`config.mk`:
```
export PLATFORM = sky130hd
export DESIGN_NAME = ata_maint_command_handler
export DESIGN_NICKNAME = d
export VERILOG_FILES = /design/src/hdl/ata_maint_pkg.sv /design/src/hdl/ata_maint_command_handler.sv
export SDC_FILE = /design/constraint.sdc
export NUM_CORES = 1
export LEC_CHECK = 0
export BUFFER_PORTS_ARGS = -buffer_cell sky130_fd_sc_hd__buf_2
export CELL_PAD_IN_SITES_DETAIL_PLACEMENT = 0
export CELL_PAD_IN_SITES_GLOBAL_PLACEMENT = 2
export CORE_MARGIN = 3
export CORE_UTILIZATION = 35
export CTS_BUF_LIST = sky130_fd_sc_hd__clkbuf_16
export DETAILED_ROUTE_END_ITERATION = 8
export GPL_TIMING_DRIVEN = 0
export MAX_ROUTING_LAYER = met4
export PLACE_DENSITY = 0.8
export SLEW_MARGIN = 5
export SYNTH_ARGS = -nofsm -noshare
export SYNTH_HDL_FRONTEND = slang
export SYNTH_SLANG_ARGS = --single-unit
```
`constraint.sdc`:
```
create_clock -name i_clk -period 2.7 [get_ports i_clk]
set_clock_uncertainty 0.05 [all_clocks]
set_input_delay 0.135 -clock i_clk [delete_from_list [all_inputs] [get_ports i_clk]]
set_output_delay 0.135 -clock i_clk [all_outputs]
set_load 0.03 [all_outputs]
```
`src/hdl/ata_maint_pkg.sv`:
```
// Register map, task-file layout, opcodes and the handler state record
package ata_maint_pkg;

	// Byte offsets on the register bus
	localparam logic [7:0] OFF_DATA      = 8'h00;
	localparam logic [7:0] OFF_FEATURE   = 8'h04;
	localparam logic [7:0] OFF_SECCNT    = 8'h08;
	localparam logic [7:0] OFF_SECNUM    = 8'h0c;
	localparam logic [7:0] OFF_CYL_LO    = 8'h10;
	localparam logic [7:0] OFF_CYL_HI    = 8'h14;
	localparam logic [7:0] OFF_DEVHEAD   = 8'h18;
	localparam logic [7:0] OFF_COMMAND   = 8'h1c;
	localparam logic [7:0] OFF_DEVCTL    = 8'h20;
	localparam logic [7:0] OFF_CONFIG    = 8'h24;
	localparam logic [7:0] OFF_IRQ_STAT  = 8'h28;
	localparam logic [7:0] OFF_IRQ_MASK  = 8'h2c;
	localparam logic [7:0] OFF_SEC_LEFT  = 8'h30;

	// Task-file slots, index = offset / 4 - 1
	localparam int TF_FEATURE = 0;
	localparam int TF_SECCNT  = 1;
	localparam int TF_SECNUM  = 2;
	localparam int TF_SLOTS   = 5;

	// Command opcodes and the download subcommand
	localparam logic [7:0] OP_DOWNLOAD  = 8'h92;
	localparam logic [7:0] OP_DIAG      = 8'h90;
	localparam logic [7:0] OP_FLUSH     = 8'he7;
	localparam logic [7:0] OP_FLUSH_EXT = 8'hea;
	localparam logic [7:0] SUBCMD_SAVE  = 8'h07;

	// Error register bits
	localparam int ERR_CRC = 7;
	localparam int ERR_UNC = 6;
	localparam int ERR_IDN = 4;
	localparam int ERR_ABT = 2;
	localparam int ERR_TON = 1;
	localparam int ERR_AMN = 0;

	// Status register bits
	localparam int ST_BSY = 7;
	localparam int ST_RDY = 6;
	localparam int ST_DF  = 5;
	localparam int ST_DSC = 4;
	localparam int ST_DRQ = 3;
	localparam int ST_COR = 2;
	localparam int ST_IDX = 1;
	localparam int ST_ERR = 0;

	// Control bits, interrupt events, bus responses
	localparam int         DEVCTL_HOB   = 7;
	localparam int         CFG_SPIN_DIS = 0;
	localparam int         EV_DONE      = 0;
	localparam int         EV_DRQ       = 1;
	localparam logic [1:0] RESP_OKAY    = 2'h0;
	localparam logic [1:0] RESP_SLVERR  = 2'h2;

	// 512-byte sector carried as 32-bit words
	localparam logic [6:0] WORD_LAST = 7'h7f;

	typedef enum logic [2:0] {
		PH_IDLE   = 3'h0,
		PH_XFER   = 3'h1,
		PH_RELOAD = 3'h3,
		PH_FLUSH  = 3'h2,
		PH_DIAG   = 3'h6
	} phase_type;

	typedef struct packed {
		logic                aw_got;
		logic [7:0]          aw_addr;
		logic                w_got;
		logic [31:0]         w_data;
		logic [3:0]          w_strb;
		logic                awready;
		logic                wready;
		logic                bvalid;
		logic [1:0]          bresp;
		logic                arready;
		logic                rvalid;
		logic [31:0]         rdata;
		logic [1:0]          rresp;
		logic [4:0][7:0]     tf_cur;
		logic [4:0][7:0]     tf_prev;
		logic [7:0]          devhead;
		logic                hob;
		logic                spin_dis;
		logic [7:0]          err;
		logic                err_flag;
		logic                bsy;
		logic                drq;
		phase_type           phase;
		logic [15:0]         sec_left;
		logic [6:0]          word_cnt;
		logic [1:0]          irq_stat;
		logic [1:0]          irq_mask;
		logic                irq;
		logic                diag_start;
		logic                flush_req;
		logic                reload_start;
		logic                dasp;
		logic                spin_down;
		logic [31:0]         ucode_data;
		logic                ucode_valid;
		logic [2:0]          slv_sync;
		logic                slv_stable;
		logic                slave_lost;
		logic                slave_seen;
	} state_type;

endpackage : ata_maint_pkg

```
`src/hdl/ata_maint_command_handler.sv`:
```
// Drive-side handler for microcode download, diagnostic and cache flush commands
`timescale 1ns/100ps
`default_nettype none

module ata_maint_command_handler (
	// Clock and reset
	input  wire logic        i_clk,
	input  wire logic        i_rst_n,
	// AXI4-Lite write channels
	input  wire logic [7:0]  i_awaddr,
	input  wire logic        i_awvalid,
	output logic             o_awready,
	input  wire logic [31:0] i_wdata,
	input  wire logic [3:0]  i_wstrb,
	input  wire logic        i_wvalid,
	output logic             o_wready,
	output logic             o_bvalid,
	output logic [1:0]       o_bresp,
	input  wire logic        i_bready,
	// AXI4-Lite read channels
	input  wire logic [7:0]  i_araddr,
	input  wire logic        i_arvalid,
	output logic             o_arready,
	output logic             o_rvalid,
	output logic [31:0]      o_rdata,
	output logic [1:0]       o_rresp,
	input  wire logic        i_rready,
	// Interrupt
	output logic             o_irq,
	// Drive services
	input  wire logic        i_security_locked,
	output logic             o_diag_start,
	input  wire logic        i_diag_done,
	input  wire logic [7:0]  i_diag_code,
	output logic             o_flush_req,
	input  wire logic        i_flush_done,
	input  wire logic        i_flush_fail,
	// Microcode path
	output logic [31:0]      o_ucode_data,
	output logic             o_ucode_valid,
	input  wire logic        i_reload_requested,
	output logic             o_reload_start,
	input  wire logic        i_reload_done,
	input  wire logic        i_reload_ok,
	output logic             o_spin_down,
	// Second-device presence
	output logic             o_dasp_handshake,
	input  wire logic        i_slave_present,
	output logic             o_slave_seen
);

	ata_maint_pkg::state_type s;
	ata_maint_pkg::state_type nxt;
	logic                     wr_fire;
	logic                     cmd_go;
	logic                     data_go;
	logic [15:0]              dl_len;
	logic [1:0]               ev;

	function automatic int tf_index(input logic [7:0] a);
		tf_index = int'(a[7:2]) - 1;
	endfunction : tf_index

	function automatic logic addr_ok(input logic [7:0] a);
		addr_ok = (a[1:0] == 2'h0) && (a <= ata_maint_pkg::OFF_SEC_LEFT);
	endfunction : addr_ok

	function automatic logic [31:0] read_value(input ata_maint_pkg::state_type st, input logic [7:0] a);
		read_value = 32'h0;
		case (a)
			ata_maint_pkg::OFF_FEATURE: read_value[7:0] = st.err;
			ata_maint_pkg::OFF_SECCNT, ata_maint_pkg::OFF_SECNUM,
			ata_maint_pkg::OFF_CYL_LO, ata_maint_pkg::OFF_CYL_HI: begin
				read_value[7:0] = st.hob ? st.tf_prev[tf_index(a)] : st.tf_cur[tf_index(a)];
			end
			ata_maint_pkg::OFF_DEVHEAD:  read_value[7:0] = st.devhead;
			ata_maint_pkg::OFF_COMMAND: begin
				read_value[ata_maint_pkg::ST_BSY] = st.bsy;
				read_value[ata_maint_pkg::ST_RDY] = 1'b1;
				read_value[ata_maint_pkg::ST_DSC] = 1'b1;
				read_value[ata_maint_pkg::ST_DRQ] = st.drq;
				read_value[ata_maint_pkg::ST_ERR] = st.err_flag;
			end
			ata_maint_pkg::OFF_DEVCTL:   read_value[ata_maint_pkg::DEVCTL_HOB] = st.hob;
			ata_maint_pkg::OFF_CONFIG:   read_value[ata_maint_pkg::CFG_SPIN_DIS] = st.spin_dis;
			ata_maint_pkg::OFF_IRQ_STAT: read_value[1:0] = st.irq_stat;
			ata_maint_pkg::OFF_IRQ_MASK: read_value[1:0] = st.irq_mask;
			ata_maint_pkg::OFF_SEC_LEFT: read_value[15:0] = st.sec_left;
			default:                     read_value = 32'h0;
		endcase
	endfunction : read_value

	assign wr_fire = s.aw_got && s.w_got && !s.bvalid;
	assign cmd_go  = wr_fire && (s.aw_addr == ata_maint_pkg::OFF_COMMAND) && s.w_strb[0]
		&& (s.phase == ata_maint_pkg::PH_IDLE);
	assign data_go = wr_fire && (s.aw_addr == ata_maint_pkg::OFF_DATA) && s.drq
		&& (s.phase == ata_maint_pkg::PH_XFER);
	assign dl_len  = {s.tf_cur[ata_maint_pkg::TF_SECNUM], s.tf_cur[ata_maint_pkg::TF_SECCNT]};

	always_comb begin
		nxt              = s;
		ev               = 2'h0;
		nxt.diag_start   = 1'b0;
		nxt.reload_start = 1'b0;
		nxt.spin_down    = 1'b0;
		nxt.ucode_valid  = 1'b0;

		// Presence pin: three stages, change taken once the last two agree
		nxt.slv_sync = {s.slv_sync[1:0], i_slave_present};
		if (s.slv_sync[2] == s.slv_sync[1]) begin
			nxt.slv_stable = s.slv_sync[2];
		end

		// Read channel
		if (s.rvalid && i_rready) begin
			nxt.rvalid = 1'b0;
		end
		if (i_arvalid && s.arready) begin
			nxt.rvalid = 1'b1;
			nxt.rdata  = read_value(s, i_araddr);
			nxt.rresp  = addr_ok(i_araddr) ? ata_maint_pkg::RESP_OKAY : ata_maint_pkg::RESP_SLVERR;
		end
		nxt.arready = !nxt.rvalid;

		// Write channels, address and data taken in either order
		if (i_awvalid && s.awready) begin
			nxt.aw_got  = 1'b1;
			nxt.aw_addr = i_awaddr;
		end
		if (i_wvalid && s.wready) begin
			nxt.w_got  = 1'b1;
			nxt.w_data = i_wdata;
			nxt.w_strb = i_wstrb;
		end
		if (s.bvalid && i_bready) begin
			nxt.bvalid = 1'b0;
		end
		if (wr_fire) begin
			nxt.aw_got = 1'b0;
			nxt.w_got  = 1'b0;
			nxt.bvalid = 1'b1;
			nxt.bresp  = addr_ok(s.aw_addr) ? ata_maint_pkg::RESP_OKAY : ata_maint_pkg::RESP_SLVERR;
			case (s.aw_addr)
				ata_maint_pkg::OFF_FEATURE, ata_maint_pkg::OFF_SECCNT, ata_maint_pkg::OFF_SECNUM,
				ata_maint_pkg::OFF_CYL_LO, ata_maint_pkg::OFF_CYL_HI: begin
					// Task file is frozen while a command runs
					if (s.phase == ata_maint_pkg::PH_IDLE && s.w_strb[0]) begin
						nxt.tf_prev[tf_index(s.aw_addr)] = s.tf_cur[tf_index(s.aw_addr)];
						nxt.tf_cur[tf_index(s.aw_addr)]  = s.w_data[7:0];
						nxt.hob                          = 1'b0;
					end
				end
				ata_maint_pkg::OFF_DEVHEAD: begin
					if (s.phase == ata_maint_pkg::PH_IDLE && s.w_strb[0]) begin
						nxt.devhead = s.w_data[7:0];
					end
				end
				ata_maint_pkg::OFF_DEVCTL: begin
					if (s.w_strb[0]) begin
						nxt.hob = s.w_data[ata_maint_pkg::DEVCTL_HOB];
					end
				end
				ata_maint_pkg::OFF_CONFIG: begin
					if (s.w_strb[0]) begin
						nxt.spin_dis = s.w_data[ata_maint_pkg::CFG_SPIN_DIS];
					end
				end
				ata_maint_pkg::OFF_IRQ_STAT: begin
					if (s.w_strb[0]) begin
						nxt.irq_stat = s.irq_stat & ~s.w_data[1:0];
					end
				end
				ata_maint_pkg::OFF_IRQ_MASK: begin
					if (s.w_strb[0]) begin
						nxt.irq_mask = s.w_data[1:0];
					end
				end
				default: begin
				end
			endcase
		end
		nxt.awready = !nxt.aw_got && !nxt.bvalid;
		nxt.wready  = !nxt.w_got && !nxt.bvalid;

		// Command engine
		unique case (s.phase)
			ata_maint_pkg::PH_IDLE: begin
				if (cmd_go) begin
					nxt.err      = 8'h0;
					nxt.err_flag = 1'b0;
					if (s.w_data[7:0] == ata_maint_pkg::OP_DOWNLOAD) begin
						if (s.tf_cur[ata_maint_pkg::TF_FEATURE] != ata_maint_pkg::SUBCMD_SAVE
							|| i_security_locked) begin
							nxt.err[ata_maint_pkg::ERR_ABT] = 1'b1;
							nxt.err_flag                    = 1'b1;
							ev[ata_maint_pkg::EV_DONE]      = 1'b1;
						end else if (dl_len == 16'h0) begin
							ev[ata_maint_pkg::EV_DONE] = 1'b1;
						end else begin
							nxt.phase                 = ata_maint_pkg::PH_XFER;
							nxt.sec_left              = dl_len;
							nxt.word_cnt              = 7'h0;
							nxt.drq                   = 1'b1;
							ev[ata_maint_pkg::EV_DRQ] = 1'b1;
						end
					end else if (s.w_data[7:0] == ata_maint_pkg::OP_DIAG) begin
						nxt.phase      = ata_maint_pkg::PH_DIAG;
						nxt.bsy        = 1'b1;
						nxt.diag_start = 1'b1;
					end else if (s.w_data[7:0] == ata_maint_pkg::OP_FLUSH
						|| s.w_data[7:0] == ata_maint_pkg::OP_FLUSH_EXT) begin
						nxt.phase     = ata_maint_pkg::PH_FLUSH;
						nxt.bsy       = 1'b1;
						nxt.flush_req = 1'b1;
					end else begin
						nxt.err[ata_maint_pkg::ERR_ABT] = 1'b1;
						nxt.err_flag                    = 1'b1;
						ev[ata_maint_pkg::EV_DONE]      = 1'b1;
					end
				end
			end
			ata_maint_pkg::PH_XFER: begin
				if (data_go) begin
					nxt.ucode_data  = s.w_data;
					nxt.ucode_valid = 1'b1;
					if (s.word_cnt == ata_maint_pkg::WORD_LAST) begin
						nxt.drq      = 1'b0;
						nxt.word_cnt = 7'h0;
						nxt.sec_left = s.sec_left - 16'h1;
						if (s.sec_left == 16'h1) begin
							if (i_reload_requested) begin
								nxt.phase        = ata_maint_pkg::PH_RELOAD;
								nxt.bsy          = 1'b1;
								nxt.reload_start = 1'b1;
								nxt.dasp         = 1'b1;
								nxt.slave_lost   = 1'b1;
							end else begin
								nxt.phase                  = ata_maint_pkg::PH_IDLE;
								ev[ata_maint_pkg::EV_DONE] = 1'b1;
							end
						end
					end else begin
						nxt.word_cnt = s.word_cnt + 7'h1;
					end
				end else if (!s.drq) begin
					nxt.drq                   = 1'b1;
					ev[ata_maint_pkg::EV_DRQ] = 1'b1;
				end
			end
			ata_maint_pkg::PH_RELOAD: begin
				if (i_reload_done) begin
					nxt.phase                  = ata_maint_pkg::PH_IDLE;
					nxt.bsy                    = 1'b0;
					nxt.dasp                   = 1'b0;
					ev[ata_maint_pkg::EV_DONE] = 1'b1;
					if (!i_reload_ok) begin
						nxt.err[ata_maint_pkg::ERR_UNC] = 1'b1;
						nxt.err_flag                    = 1'b1;
					end
					nxt.spin_down = s.spin_dis;
				end
			end
			ata_maint_pkg::PH_DIAG: begin
				if (i_diag_done) begin
					nxt.err                    = i_diag_code;
					nxt.err_flag               = 1'b0;
					nxt.phase                  = ata_maint_pkg::PH_IDLE;
					nxt.bsy                    = 1'b0;
					ev[ata_maint_pkg::EV_DONE] = 1'b1;
				end
			end
			ata_maint_pkg::PH_FLUSH: begin
				if (i_flush_done) begin
					nxt.phase                  = ata_maint_pkg::PH_IDLE;
					nxt.bsy                    = 1'b0;
					nxt.flush_req              = 1'b0;
					ev[ata_maint_pkg::EV_DONE] = 1'b1;
					if (i_flush_fail) begin
						nxt.err[ata_maint_pkg::ERR_ABT] = 1'b1;
						nxt.err_flag                    = 1'b1;
					end
				end
			end
			default: begin
				nxt.phase = ata_maint_pkg::PH_IDLE;
				nxt.bsy   = 1'b0;
				nxt.drq   = 1'b0;
			end
		endcase

		// New events win over a clear in the same cycle
		nxt.irq_stat   = nxt.irq_stat | ev;
		nxt.irq        = |(nxt.irq_stat & nxt.irq_mask);
		nxt.slave_seen = nxt.slv_stable && !nxt.slave_lost;
	end

	always_ff @(posedge i_clk or negedge i_rst_n) begin
		if (!i_rst_n) begin
			s <= '0;
		end else begin
			s <= nxt;
		end
	end

	assign o_awready        = s.awready;
	assign o_wready         = s.wready;
	assign o_bvalid         = s.bvalid;
	assign o_bresp          = s.bresp;
	assign o_arready        = s.arready;
	assign o_rvalid         = s.rvalid;
	assign o_rdata          = s.rdata;
	assign o_rresp          = s.rresp;
	assign o_irq            = s.irq;
	assign o_diag_start     = s.diag_start;
	assign o_flush_req      = s.flush_req;
	assign o_ucode_data     = s.ucode_data;
	assign o_ucode_valid    = s.ucode_valid;
	assign o_reload_start   = s.reload_start;
	assign o_spin_down      = s.spin_down;
	assign o_dasp_handshake = s.dasp;
	assign o_slave_seen     = s.slave_seen;

	property p_bad_sub;
		@(posedge i_clk) disable iff (!i_rst_n)
		cmd_go && s.w_data[7:0] == ata_maint_pkg::OP_DOWNLOAD
			&& s.tf_cur[ata_maint_pkg::TF_FEATURE] != ata_maint_pkg::SUBCMD_SAVE
		|=> s.err[ata_maint_pkg::ERR_ABT] && s.err_flag && !s.drq && s.phase == ata_maint_pkg::PH_IDLE;
	endproperty
	a_bad_sub: assert property (p_bad_sub) else $error("bad subcommand not aborted");

	property p_locked;
		@(posedge i_clk) disable iff (!i_rst_n)
		cmd_go && s.w_data[7:0] == ata_maint_pkg::OP_DOWNLOAD && i_security_locked
		|=> s.err[ata_maint_pkg::ERR_ABT] && !s.drq;
	endproperty
	a_locked: assert property (p_locked) else $error("locked download not aborted");

	property p_len;
		@(posedge i_clk) disable iff (!i_rst_n)
		cmd_go && s.w_data[7:0] == ata_maint_pkg::OP_DOWNLOAD && !i_security_locked
			&& s.tf_cur[ata_maint_pkg::TF_FEATURE] == ata_maint_pkg::SUBCMD_SAVE
		|=> (s.sec_left == $past(dl_len) && s.drq) or ($past(dl_len) == 16'h0 && !s.drq
			&& s.phase == ata_maint_pkg::PH_IDLE);
	endproperty
	a_len: assert property (p_len) else $error("download length or zero case wrong");

	property p_sector_end;
		@(posedge i_clk) disable iff (!i_rst_n)
		data_go && s.word_cnt == ata_maint_pkg::WORD_LAST && s.sec_left != 16'h1
		|=> !s.drq ##1 s.drq;
	endproperty
	a_sector_end: assert property (p_sector_end) else $error("per-sector request wrong");

	property p_unc;
		@(posedge i_clk) disable iff (!i_rst_n)
		s.phase == ata_maint_pkg::PH_RELOAD && i_reload_done
		|=> s.err[ata_maint_pkg::ERR_UNC] == !$past(i_reload_ok) && s.spin_down == $past(s.spin_dis);
	endproperty
	a_unc: assert property (p_unc) else $error("reload outcome misreported");

	property p_no_reload;
		@(posedge i_clk) disable iff (!i_rst_n)
		data_go && s.word_cnt == ata_maint_pkg::WORD_LAST && s.sec_left == 16'h1 && !i_reload_requested
		|=> !s.err[ata_maint_pkg::ERR_UNC] && !s.bsy;
	endproperty
	a_no_reload: assert property (p_no_reload) else $error("UNC without reload");

	property p_reload_slave;
		@(posedge i_clk) disable iff (!i_rst_n)
		s.phase == ata_maint_pkg::PH_RELOAD |-> s.dasp && s.bsy ##1 !s.slave_seen;
	endproperty
	a_reload_slave: assert property (p_reload_slave) else $error("second device seen after reload");

	property p_diag;
		@(posedge i_clk) disable iff (!i_rst_n)
		s.phase == ata_maint_pkg::PH_DIAG && i_diag_done |=> s.err == $past(i_diag_code) && !s.err_flag && !s.bsy;
	endproperty
	a_diag: assert property (p_diag) else $error("diagnostic code not stored");

	property p_flush;
		@(posedge i_clk) disable iff (!i_rst_n)
		s.phase == ata_maint_pkg::PH_FLUSH && !i_flush_done
		|=> s.phase == ata_maint_pkg::PH_FLUSH && s.bsy && s.flush_req;
	endproperty
	a_flush: assert property (p_flush) else $error("flush finished before cache written");

	property p_hob;
		@(posedge i_clk) disable iff (!i_rst_n)
		i_arvalid && s.arready && i_araddr == ata_maint_pkg::OFF_SECCNT
		|=> s.rdata[7:0] == ($past(s.hob) ? $past(s.tf_prev[ata_maint_pkg::TF_SECCNT])
			: $past(s.tf_cur[ata_maint_pkg::TF_SECCNT]));
	endproperty
	a_hob: assert property (p_hob) else $error("HOB readback wrong");

	property p_status;
		@(posedge i_clk) disable iff (!i_rst_n)
		i_arvalid && s.arready && i_araddr == ata_maint_pkg::OFF_COMMAND
		|=> s.rdata[7:0] == {$past(s.bsy), 3'h5, $past(s.drq), 2'h0, $past(s.err_flag)};
	endproperty
	a_status: assert property (p_status) else $error("status layout wrong");

	property p_error;
		@(posedge i_clk) disable iff (!i_rst_n)
		i_arvalid && s.arready && i_araddr == ata_maint_pkg::OFF_FEATURE |=> s.rdata[7:0] == $past(s.err);
	endproperty
	a_error: assert property (p_error) else $error("error readback wrong");

endmodule : ata_maint_command_handler

`default_nettype wire

```
==> results of run 1 <==
-- logic make-up (layout without fill, tap and decap cells) --
logic type,after synthesis,in the layout,share of synthesized area
other,1,19,0.0003010
adders and majority gates,13,13,0.01286
buffers and inverters,148,411,0.06760
and+or+nand+nor,283,283,0.1230
DFF,242,242,0.4861
muxes,197,197,0.1911
AOI/OAI and AO/OA,223,223,0.1161
xor gates and xnor gates,4,4,0.002813
-- layer usage --
metal,vias up,share of wire
met5,-,0
met4,0,0.024
met3,55,0.058
met2,308,0.46
met1,4862,0.46
li1,4522,-
-- metrics by stage --
step	TNS [ns]	hold WS, ns	area, um^2	util	total power, W
floorplan	0	-0.2106	12520	-	0.006361
global placement	-776.22	0.2085	13760	0.3954	0.007296
detailed placement	-53.08	0.06498	13820	0.3972	0.007352
CTS	0	0.02657	15630	0.4491	0.01137
global route	0	0.08621	15810	0.4542	0.01196
finish	0	0.05237	15810	0.4543	0.01138
-- worst max path at each step --
stage                     start    endpoint  slack, ns
finish                   s[256]      s[118]        0.1
global route             s[256]  dl_len[15]      0.005
CTS                       s[73]       s[70]      0.009
detailed placement  i_araddr[2]  o_rdata[7]      -1.29
global placement        i_rst_n       o_irq      -3.01
floorplan           i_araddr[2]  o_rdata[0]      0.005
-- flip-flops by register name, indices dropped and copies added, names as in the netlist, 2 cells and up --
register,flops
o_ucode_data,32
s,161
o_rdata,16
dl_len,16
nxt,2
-- layout make-up --
cell class	count	area [um^2]	area share
timing repair buffer	219	1546	0.09782
clock buffer	27	675.6	0.04274
inverter	13	51.30	0.003245
tap	455	569.3	0.03601
antenna	1	2.502	0.0001583
clock inverter	19	177.7	0.01124
multi-input combinational	738	5863	0.3709
sequential	242	6056	0.3831
buffer	133	867.1	0.05485
-- synthesized netlist by cell type, drive strengths merged (8+ instances only) --
library cell | instances | area share
mux2i | 14 | 0.011
a22o | 11 | 0.0077
dfrtp | 242 | 0.49
a311o | 8 | 0.0064
or2 | 9 | 0.0045
a31oi | 20 | 0.010
inv | 13 | 0.0039
nor2 | 52 | 0.016
clkbuf | 46 | 0.014
nor4 | 14 | 0.012
o21ai | 46 | 0.018
nand2 | 83 | 0.025
nor3 | 18 | 0.0081
ha | 12 | 0.012
nand3 | 34 | 0.014
o31ai | 14 | 0.0088
mux2 | 167 | 0.15
o22ai | 8 | 0.0040
mux4 | 16 | 0.029
and3 | 10 | 0.0050
a211oi | 8 | 0.0048
nor2b | 8 | 0.0040
buf | 89 | 0.050
a21oi | 65 | 0.026
-- power groups by stage --
stage                     clock (W)  sequential, W  combinational (W)
after floorplan                   0        0.00442            0.00195
after global placement            0        0.00447            0.00282
after detailed placement          0        0.00449            0.00286
after CTS                   0.00373        0.00444            0.00320
after global routing        0.00388        0.00452            0.00356
final                       0.00364        0.00446            0.00329
-- cell usage in the layout (no fill, tap or decap), drive strengths merged, types with 5 or more instances in the layout --
cell | Yosys | routed
dfrtp | 242 | 242
nand2b | 7 | 7
inv | 13 | 21
or4 | 5 | 5
clkinv | 0 | 7
nor2 | 52 | 52
a311o | 8 | 8
a21oi | 65 | 65
ha | 12 | 12
a31oi | 20 | 20
mux2 | 167 | 167
o21ai | 46 | 46
clkbuf | 46 | 74
and3 | 10 | 10
o22ai | 8 | 8
nand2 | 83 | 83
nor3 | 18 | 18
nor3b | 7 | 7
a2bb2oi | 5 | 5
mux4 | 16 | 16
a211oi | 8 | 8
nand3 | 34 | 34
conb | 1 | 18
mux2i | 14 | 14
dlygate4sd3 | 0 | 62
nor2b | 8 | 8
nor4 | 14 | 14
a22o | 11 | 11
o31ai | 14 | 14
buf | 89 | 243
or2 | 9 | 9
nand3b | 5 | 5
and2 | 6 | 6
a22oi | 7 | 7
nand4 | 7 | 7
-- what timing repair did --
| item | CTS | global route |
|---|---|---|
| hold endpoints to repair | 198 | 0 |
| pin swaps | 6 | 7 |
| resized for setup | 51 | 24 |
| gates cloned | 0 | 1 |
| buffers inserted | 10 | 11 |
| endpoints found under the setup margin | 137 | 109 |
| hold buffers | 62 | 0 |
==> impl_metrics.sql, run 1 <==
INSERT INTO impl_metrics (metric_group, metric, value, unit) VALUES
('pwr', 'p_sw_frac', '0.3426', ''),
('synthesis', 'post_synth.cell_area_avg', '11.21', 'um^2'),
('sta', 'post-route-worst-setup-slack', '0.09664', 'ns'),
('synthesis', 'asyncSetResetFlopFracSynth', '1.000', ''),
('final_layout', 'nFillCells', '3272', ''),
('clocking', 'tritoncts.num_buffers', '27', ''),
('worst_hold_path', 'worst_min_delay_path_class', 'input pin to async pin', ''),
('route', 'finalWirelength', '36880', 'um'),
('worst_setup_path', 'timing.rr.start', 's[256]', ''),
('sta', 'number_of_endpoints_with_negative_hold_slack_in_the_final_report', '0', ''),
('worst_setup_path', 'critical_path_cell_count', '11', ''),
('route', 'drtPass1Iterations', '5', ''),
('sta', 'final_setup_viols', '0', ''),
('clocking', 'cts.root.buffer_cell', 'clkbuf_16', ''),
('final_layout', 'number_of_nets_in_the_layout', '1461', ''),
('global_routing', 'grt_max_degree', '113', ''),
('global_routing', 'met2_usage', '0.3079', ''),
('place', 'finalWeightedCongestion', '0.8840', ''),
('route', 'remaining_antenna_violation_count_after_routing', '0', ''),
('status', 'outcome', 'finished, final reports clean', ''),
('place', 'pre_cts_slack', '-1.285', 'ns'),
('synthesis', 'syn_inst', '1111', ''),
('worst_setup_path', 'reg2reg_depth', '11', ''),
('worst_setup_path', 'critical_path.n_buffers_inverters', '4', ''),
('place', 'portBuffers', '133', ''),
('worst_setup_path', 'cp.required', '3.09', 'ns'),
('global_routing', 'grt_util_all_layers', '0.1969', ''),
('route', 'avgViaCountPerCell', '5.277', ''),
('pwr', 'p_leak', '7.504', 'nW'),
('worst_setup_path', 'slowest_delay', '0.38', 'ns'),
('pwr', 'p_clk_frac', '0.319', ''),
('final_layout', 'synthToLayoutAreaGrowth', '26.91', '%'),
('clocking', 'clock_sink_count', '242', ''),
('global_routing', 'grtUsageMet3', '0.03553', ''),
('die', 'die-width', '194.7', 'um'),
('global_routing', 'grt_antenna_before_repair', '0', ''),
('clocking', 'worst_setup_hold_path_clk_slew', '0.06', 'ns'),
('sta', 'fmaxAchievable', '0.3841', 'GHz'),
('pwr', 'irDropWorstVdd', '524.6', 'uV'),
('die', 'design.portCount', '156', ''),
('sta', 'worst_pin_slew', '0.9046', 'ns'),
('worst_setup_path', 'cp_max_fo', '12', ''),
('synthesis', 'yosys_warnings', '0', ''),
('synthesis', 'synth_top_flop_cell', 'dfrtp_1', ''),
('worst_setup_path', 'worst_setup_path_start_kind', 'flip-flop', ''),
('worst_setup_path', 'worstSetupPathType', 'flip-flop to flip-flop', ''),
('clocking', 'cts_tree', 'built', ''),
('die', 'core_area', '34800', 'um^2'),
('worst_setup_path', 'critPathArrivalTime', '2.99', 'ns'),
('die', 'die_area', '37890', 'um^2'),
('sta', 'post-route-period-util', '0.9642', ''),
('route', 'detail_route.drc_violations', '0', ''),
('place', 'dp.final_hpwl', '26330', 'um'),
('pwr', 'power_density', '719.8', 'nW/um^2'),
('pwr', 'combinationalPowerShare', '0.289', ''),
('worst_setup_path', 'cp-end-kind', 'flip-flop', ''),
('die', 'floorplan.die.height', '194.7', 'um'),
('worst_setup_path', 'timing.critical_path.slowest_stage_cell', 'dfrtp_1', ''),
('sta', 'timing.max_slew.rel_slack', '0.3914', ''),
('global_routing', 'busiest_metal_layer_after_global_routing', 'met2', ''),
('synthesis', 'count_of_unique_library_cells_instantiated_by_yosys', '83', ''),
('global_routing', 'globalRouteOverflowTotal', '0', ''),
('route', 'initialDrtViolationCount', '725', ''),
('pwr', 'p_seq_frac', '0.392', ''),
('pwr', 'total_switching_power', '0.003899', 'W'),
('worst_setup_path', 'r2r_slack', '0.1', 'ns'),
('die', 'rows', '68', ''),
('clocking', 'clk_path_buf_depth', '3', ''),
('worst_setup_path', 'cp_top_family', 'simple AND/OR/NAND/NOR gates', ''),
('global_routing', 'grt.met1_usage', '0.2660', ''),
('worst_setup_path', 'path_cells', 'buf_8, inv_4, ha_4, or3_1, a21oi_2, nor4_4, and2_1, buf_4, nand3b_4, clkbuf_16, mux2_2', '');
Power figures use the tool's default switching activity.
==> inputs of run 2 (changes only) <==
==> constraint.sdc (replaced) <==
create_clock -name i_clk -period 2.7 [get_ports i_clk]
set_clock_uncertainty 0.05 [all_clocks]
set_input_delay 0 -clock i_clk [delete_from_list [all_inputs] [get_ports i_clk]]
set_output_delay 0 -clock i_clk [all_outputs]
set_load 0.03 [all_outputs]
==> impl_metrics.sql, run 2 (same netlist as run 1, synthesis figures left out) <==
INSERT INTO impl_metrics (metric_group, metric, value, unit) VALUES
('place', 'finalWeightedCongestion', '0.8840', ''),
('run', 'max_cap_viol_count', '0', ''),
('sta', 'number_of_endpoints_with_negative_hold_slack_in_the_final_report', '0', ''),
('sta', 'final_period_minus_worst_setup_slack', '2.616', 'ns'),
('final_layout', 'synthToLayoutAreaGrowth', '28.51', '%'),
('worst_setup_path', 'timing.critical_path.slowest_stage_cell', 'dfrtp_1', ''),
('final_layout', 'drive_above_1_share', '0.3740', ''),
('pwr', 'p_leak', '7.585', 'nW'),
('final_layout', 'fin_util', '0.4600', ''),
('worst_setup_path', 'cp.required', '3.09', 'ns'),
('die', 'die-width', '194.7', 'um'),
('final_layout', 'number_of_nets_in_the_layout', '1479', ''),
('worst_setup_path', 'slowest_delay', '0.37', 'ns'),
('place', 'pre_cts_slack', '-1.150', 'ns'),
('final_layout', 'layout_common_cells', 'dfrtp_1, mux2_2, buf_2', ''),
('final_layout', 'seqCellArea', '6056', 'um^2'),
('global_routing', 'grt_util_all_layers', '0.1975', ''),
('route', 'via_count', '9830', ''),
('clocking', 'cts.root.buffer_cell', 'clkbuf_16', ''),
('place', 'dp.final_hpwl', '26330', 'um'),
('sta', 'worst_pin_slew', '0.8864', 'ns'),
('worst_setup_path', 'cp_top_family', 'simple AND/OR/NAND/NOR gates', ''),
('final_layout', 'number_of_flip_flops_under_the_largest_register_name', '161', ''),
('global_routing', 'globalRouteOverflowTotal', '0', ''),
('place', 'post-place-cells', '1718', ''),
('worst_setup_path', 'critPathArrivalTime', '3.01', 'ns'),
('die', 'design.portCount', '156', ''),
('final_layout', 'most_common_cell_after_layout_fill_and_taps_aside', 'dfrtp_1', ''),
('worst_hold_path', 'worst_min_delay_path_class', 'input pin to flip-flop', ''),
('route', 'detail_route.drc_violations', '0', ''),
('final_layout', 'stdcell_count', '1864', ''),
('die', 'die_area', '37890', 'um^2'),
('clocking', 'ctsHtreeMaxLevel', '1', ''),
('sta', 'timing.max_slew.rel_slack', '0.4036', ''),
('pwr', 'irDropWorstVdd', '525.3', 'uV'),
('status', 'outcome', 'finished, final reports clean', ''),
('clocking', 'cts_tree', 'built', ''),
('route', 'route.detailed.wl_per_inst', '19.91', 'um'),
('sta', 'fmaxAchievable', '0.3822', 'GHz'),
('sta', 'final_setup_viols', '0', ''),
('worst_setup_path', 'path_cells', 'buf_8, inv_6, ha_4, or3_1, a21oi_2, nor4_4, and2_1, buf_4, nand3b_4, clkbuf_16, mux2_2', ''),
('die', 'rows', '68', ''),
('clocking', 'tritoncts.num_buffers', '27', ''),
('global_routing', 'grt_max_degree', '113', ''),
('pwr', 'power_density', '720.3', 'nW/um^2'),
('clocking', 'clk_latency', '0.56', 'ns'),
('route', 'initialDrtViolationCount', '740', ''),
('route', 'drtPass1Iterations', '5', ''),
('sta', 'post-route-period-util', '0.9690', ''),
('route', 'finalWirelength', '37110', 'um'),
('worst_setup_path', 'cp-end-kind', 'flip-flop', ''),
('worst_setup_path', 'worst_setup_path_start_kind', 'flip-flop', ''),
('global_routing', 'grt_pass1_wl', '58450', 'um'),
('final_layout', 'regMostFlops', 's', ''),
('sta', 'rsz_0062_raised_after_global_routing', 'no', ''),
('sta', 'drv_slew', '0', ''),
('place', 'portBuffers', '133', ''),
('worst_setup_path', 'critical_path.n_buffers_inverters', '4', ''),
('final_layout', 'multiInputGateArea', '5866', 'um^2'),
('die', 'floorplan.initialDensity', '0.3580', ''),
('clocking', 'clk_path_buf_depth', '3', ''),
('final_layout', 'insertedDiodeCount', '0', ''),
('final_layout', 'nFillCells', '3254', ''),
('die', 'floorplan.die.height', '194.7', 'um'),
('route', 'remaining_antenna_violation_count_after_routing', '0', ''),
('route', 'avgViaCountPerCell', '5.274', ''),
('die', 'core_area', '34800', 'um^2'),
('clocking', 'worst_setup_hold_path_clk_slew', '0.06', 'ns'),
('global_routing', 'grt_antenna_before_repair', '0', ''),
('worst_setup_path', 'r2r_slack', '0.08', 'ns'),
('sta', 'post-route-worst-setup-slack', '0.08360', 'ns'),
('clocking', 'clock_sink_count', '242', ''),
('worst_setup_path', 'cp_max_fo', '12', ''),
('worst_setup_path', 'worstSetupPathType', 'flip-flop to flip-flop', ''),
('global_routing', 'grt_pass1_vias', '10147', '');
-- run 2: what timing repair did --
action                                  4_1_cts  5_1_grt
gates resized for setup                      50       25
buffers inserted                             10       10
endpoints found under the hold margin       205        0
pin swaps                                     6        6
endpoints found under the setup margin      137      109
hold buffers                                 81        0
cloned                                        0        1
-- run 2: path summary, 6_finish.rpt --
check,start,to,cells past startpoint
min in group asynchronous,i_rst_n,s[122],4
max in group asynchronous,i_rst_n,o_ucode_data[20],5
max,s[256],s[118],11
min reg2reg,nxt[4],nxt[5],0
max reg2reg,s[256],s[118],11
min,i_slave_present,nxt[4],2
-- run 2: worst register-to-register path, stage by stage, from the launching register on --
cell and delay, ns:
dfrtp_1 0.37, buf_8 0.14, inv_6 0.08, ha_4 0.18, or3_1 0.37, a21oi_2 0.23, nor4_4 0.06, and2_1 0.16
buf_4 0.17, nand3b_4 0.17, clkbuf_16 0.19, mux2_2 0.32
-- run 2: per-layer routing --
layer	up-vias	share of wire	GRT usage
li1	4559	-	-
met1	4931	0.46	0.2668
met2	279	0.46	0.3102
met3	61	0.055	0.03536
met4	0	0.025	0.04947
met5	-	0	-
-- run 2: power by group --
group / switching (W) / internal [W] / total [W] / leakage [nW]
logic: 0.00201 / 0.00143 / 0.00344 / 3.93
registers: 0.000382 / 0.00407 / 0.00445 / 3.22
clock network: 0.00153 / 0.00210 / 0.00363 / 0.434
total: 0.00392 / 0.00761 / 0.0115 / 7.58
-- run 2: stage by stage --
stage	power, W	hold slack (ns)	instance area, um^2	setup TNS, ns
2_1_floorplan	0.006361	-0.3456	12520	0
3_3_place_gp	0.007296	0.07353	13760	-741.39
3_5_place_dp	0.007352	-0.07002	13820	-50.92
4_1_cts	0.01151	0.005875	15830	0
5_1_grt	0.01211	0.01916	16010	0
6_report	0.01153	0.02933	16010	0
-- run 2: layout make-up --
type | instances | share of cell area
sequential | 242 | 0.3783
multi-input combinational | 738 | 0.3664
timing repair buffer | 237 | 0.1091
buffer | 133 | 0.05393
clock buffer | 27 | 0.04221
tap | 455 | 0.03556
clock inverter | 19 | 0.01110
inverter | 13 | 0.003361
==> inputs of run 3 (changes only) <==
- PLACE_DENSITY: 0.8 -> not set
- PLACE_DENSITY_LB_ADDON: not set -> 0.05
- RECOVER_POWER: not set -> 50
==> impl_metrics.sql, run 3 (same netlist as run 1, synthesis figures left out) <==
INSERT INTO impl_metrics (metric_group, metric, value, unit) VALUES
('sta', 'worst_pin_slew', '1.171', 'ns'),
('die', 'die-width', '194.7', 'um'),
('run', 'max_cap_viol_count', '0', ''),
('final_layout', 'number_of_nets_in_the_layout', '1465', ''),
('clocking', 'clk_path_buf_depth', '3', ''),
('clocking', 'worst_setup_hold_path_clk_slew', '0.06', 'ns'),
('sta', 'rsz_0062_raised_after_global_routing', 'yes', ''),
('place', 'finalWeightedCongestion', '0.8402', ''),
('pwr', 'p_leak', '7.271', 'nW'),
('worst_setup_path', 'cp-end-kind', 'flip-flop', ''),
('global_routing', 'grt_antenna_before_repair', '0', ''),
('route', 'drtPass1Iterations', '7', ''),
('final_layout', 'insertedDiodeCount', '0', ''),
('clocking', 'ctsHtreeMaxLevel', '1', ''),
('final_layout', 'regMostFlops', 's', ''),
('sta', 'finalHoldWorstSlack', '0.05178', 'ns'),
('die', 'design.portCount', '156', ''),
('sta', 'number_of_endpoints_with_negative_hold_slack_in_the_final_report', '0', ''),
('clocking', 'cts_tree', 'built', ''),
('final_layout', 'drive_above_1_share', '0.3345', ''),
('final_layout', 'most_common_cell_after_layout_fill_and_taps_aside', 'dfrtp_1', ''),
('final_layout', 'layout_common_cells', 'dfrtp_1, mux2_2, clkbuf_1', ''),
('worst_setup_path', 'worstSetupPathType', 'flip-flop to flip-flop', ''),
('global_routing', 'grt_util_all_layers', '0.2070', ''),
('global_routing', 'grt_max_degree', '95', ''),
('worst_setup_path', 'path_cells', 'buf_8, inv_6, ha_4, or3_1, a21oi_2, nor4_4, and2_1, buf_6, nand3_4, clkbuf_16, mux2_2', ''),
('die', 'core_area', '34800', 'um^2'),
('route', 'detail_route.drc_violations', '0', ''),
('global_routing', 'grt_pass1_vias', '9902', ''),
('worst_setup_path', 'timing.rr.start', 's[256]', ''),
('worst_setup_path', 'cp.required', '3.07', 'ns'),
('worst_hold_path', 'hold_start', 'i_slave_present', ''),
('clocking', 'tritoncts.num_buffers', '28', ''),
('route', 'via_count', '9738', ''),
('sta', 'fmaxAchievable', '0.3859', 'GHz'),
('sta', 'final_period_minus_worst_setup_slack', '2.591', 'ns'),
('route', 'initialDrtViolationCount', '609', ''),
('sta', 'drv_slew', '0', ''),
('worst_hold_path', 'end_of_the_worst_hold_path', 'nxt[4]', ''),
('global_routing', 'globalRouteOverflowTotal', '0', ''),
('worst_setup_path', 'worst_setup_path_start_kind', 'flip-flop', ''),
('worst_hold_path', 'worst_min_delay_path_class', 'input pin to flip-flop', ''),
('worst_setup_path', 'r2r_end', 's[107]', ''),
('route', 'remaining_antenna_violation_count_after_routing', '0', ''),
('final_layout', 'fin_util', '0.4532', ''),
('sta', 'post-route-period-util', '0.9597', ''),
('worst_setup_path', 'timing.critical_path.slowest_stage_cell', 'dfrtp_1', ''),
('clocking', 'clock_sink_count', '242', ''),
('route', 'avgViaCountPerCell', '5.252', ''),
('pwr', 'power', '0.01131', 'W'),
('route', 'route.detailed.wl_per_inst', '21.07', 'um'),
('die', 'rows', '68', ''),
('pwr', 'power_density', '717.1', 'nW/um^2'),
('worst_setup_path', 'cp_max_fo', '12', ''),
('route', 'finalWirelength', '39060', 'um'),
('pwr', 'irDropWorstVdd', '533.5', 'uV'),
('die', 'die_area', '37890', 'um^2'),
('place', 'dp.final_hpwl', '27770', 'um'),
('status', 'outcome', 'finished, final reports clean', ''),
('final_layout', 'number_of_flip_flops_under_the_largest_register_name', '161', ''),
('die', 'floorplan.die.height', '194.7', 'um'),
('worst_setup_path', 'slowest_delay', '0.37', 'ns'),
('clocking', 'clk_latency', '0.54', 'ns'),
('worst_setup_path', 'critical_path.n_buffers_inverters', '4', ''),
('worst_setup_path', 'critPathArrivalTime', '2.96', 'ns'),
('global_routing', 'grt_pass1_wl', '60280', 'um'),
('worst_setup_path', 'reg2reg_depth', '11', ''),
('worst_setup_path', 'cp_top_family', 'simple AND/OR/NAND/NOR gates', ''),
('sta', 'final_setup_viols', '0', ''),
('final_layout', 'synthToLayoutAreaGrowth', '26.59', '%'),
('sta', 'timing.max_slew.rel_slack', '0.2196', ''),
('place', 'portBuffers', '133', ''),
('worst_hold_path', 'hold-path-cell-count', '2', ''),
('clocking', 'cts.root.buffer_cell', 'clkbuf_16', ''),
('die', 'floorplan.initialDensity', '0.3580', ''),
('worst_setup_path', 'r2r_slack', '0.11', 'ns');
-- run 3: changes by cell type in the layout (fill, tap and decap cells not counted), sizes merged --
cell and change:
dlygate4sd3 -12, clkbuf +60, buf -61, clkinv +5
bufinv -2
-- run 3: worst reg2reg max path, stage by stage, from the launching register on --
cell       delay, ns
dfrtp_1         0.37
buf_8           0.15
inv_6           0.08
ha_4            0.19
or3_1           0.35
a21oi_2         0.23
nor4_4          0.07
and2_1          0.17
buf_6           0.14
nand3_4         0.15
clkbuf_16       0.19
mux2_2          0.33
-- run 3: power breakdown --
group          leakage, nW  switching (W)  internal (W)
Clock                0.445        0.00151       0.00202
Combinational         3.61        0.00204       0.00128
Sequential            3.22       0.000388       0.00407
-- run 3: worst max-delay path by stage --
| stage | startpoint | endpoint | slack, ns | cells after the start |
|---|---|---|---|---|
| 3_5_place_dp | i_araddr[2] | o_rdata[7] | -1.25 | 12 |
| 6_report | s[256] | s[107] | 0.11 | 11 |
| 5_1_grt | s[260] | s[71] | -0.01 | 7 |
| 4_1_cts | s[256] | s[57] | -0.06 | 8 |
| 2_1_floorplan | s[256] | dl_len[14] | 0.09 | 11 |
| 3_3_place_gp | i_rst_n | s[236] | -3.11 | 1 |
-- run 3: through the flow --
step	area, um^2	setup slack [ns]	setup TNS (ns)	instances
4_1_cts	15730	-0.06244	-0.5013	1849
3_5_place_dp	13820	-1.252	-61.18	1718
6_report	15770	0.1089	0	1854
2_1_floorplan	12520	0.09287	0	1128
3_3_place_gp	13760	-3.112	-802.42	1716
5_1_grt	15770	-0.01327	-0.01327	1854
-- run 3: area by class of cell --
cell class	instances	area, um^2
Buffer	132	887.1
Fill cell	3419	19030
Inverter	13	53.80
Clock inverter	22	118.9
Multi-Input combinational cell	738	5859
Timing Repair Buffer	223	1498
Tap cell	455	569.3
Clock buffer	29	725.7
Sequential cell	242	6057
-- run 3: metal layers --
metal / GRT usage / wire length [um]
met2: 0.3222 / 17970
met1: 0.2897 / 18440
met3: 0.03120 / 1932
met5: - / 0
met4: 0.04309 / 726
-- run 3: timing repair --
action | in CTS | in global routing
endpoints found under the setup margin | 145 | 128
gates cloned | 0 | 1
hold endpoints to repair | 317 | 0
resized for setup | 56 | 26
pin swaps | 7 | 5
setup buffers | 12 | 6
hold buffers | 69 | 0
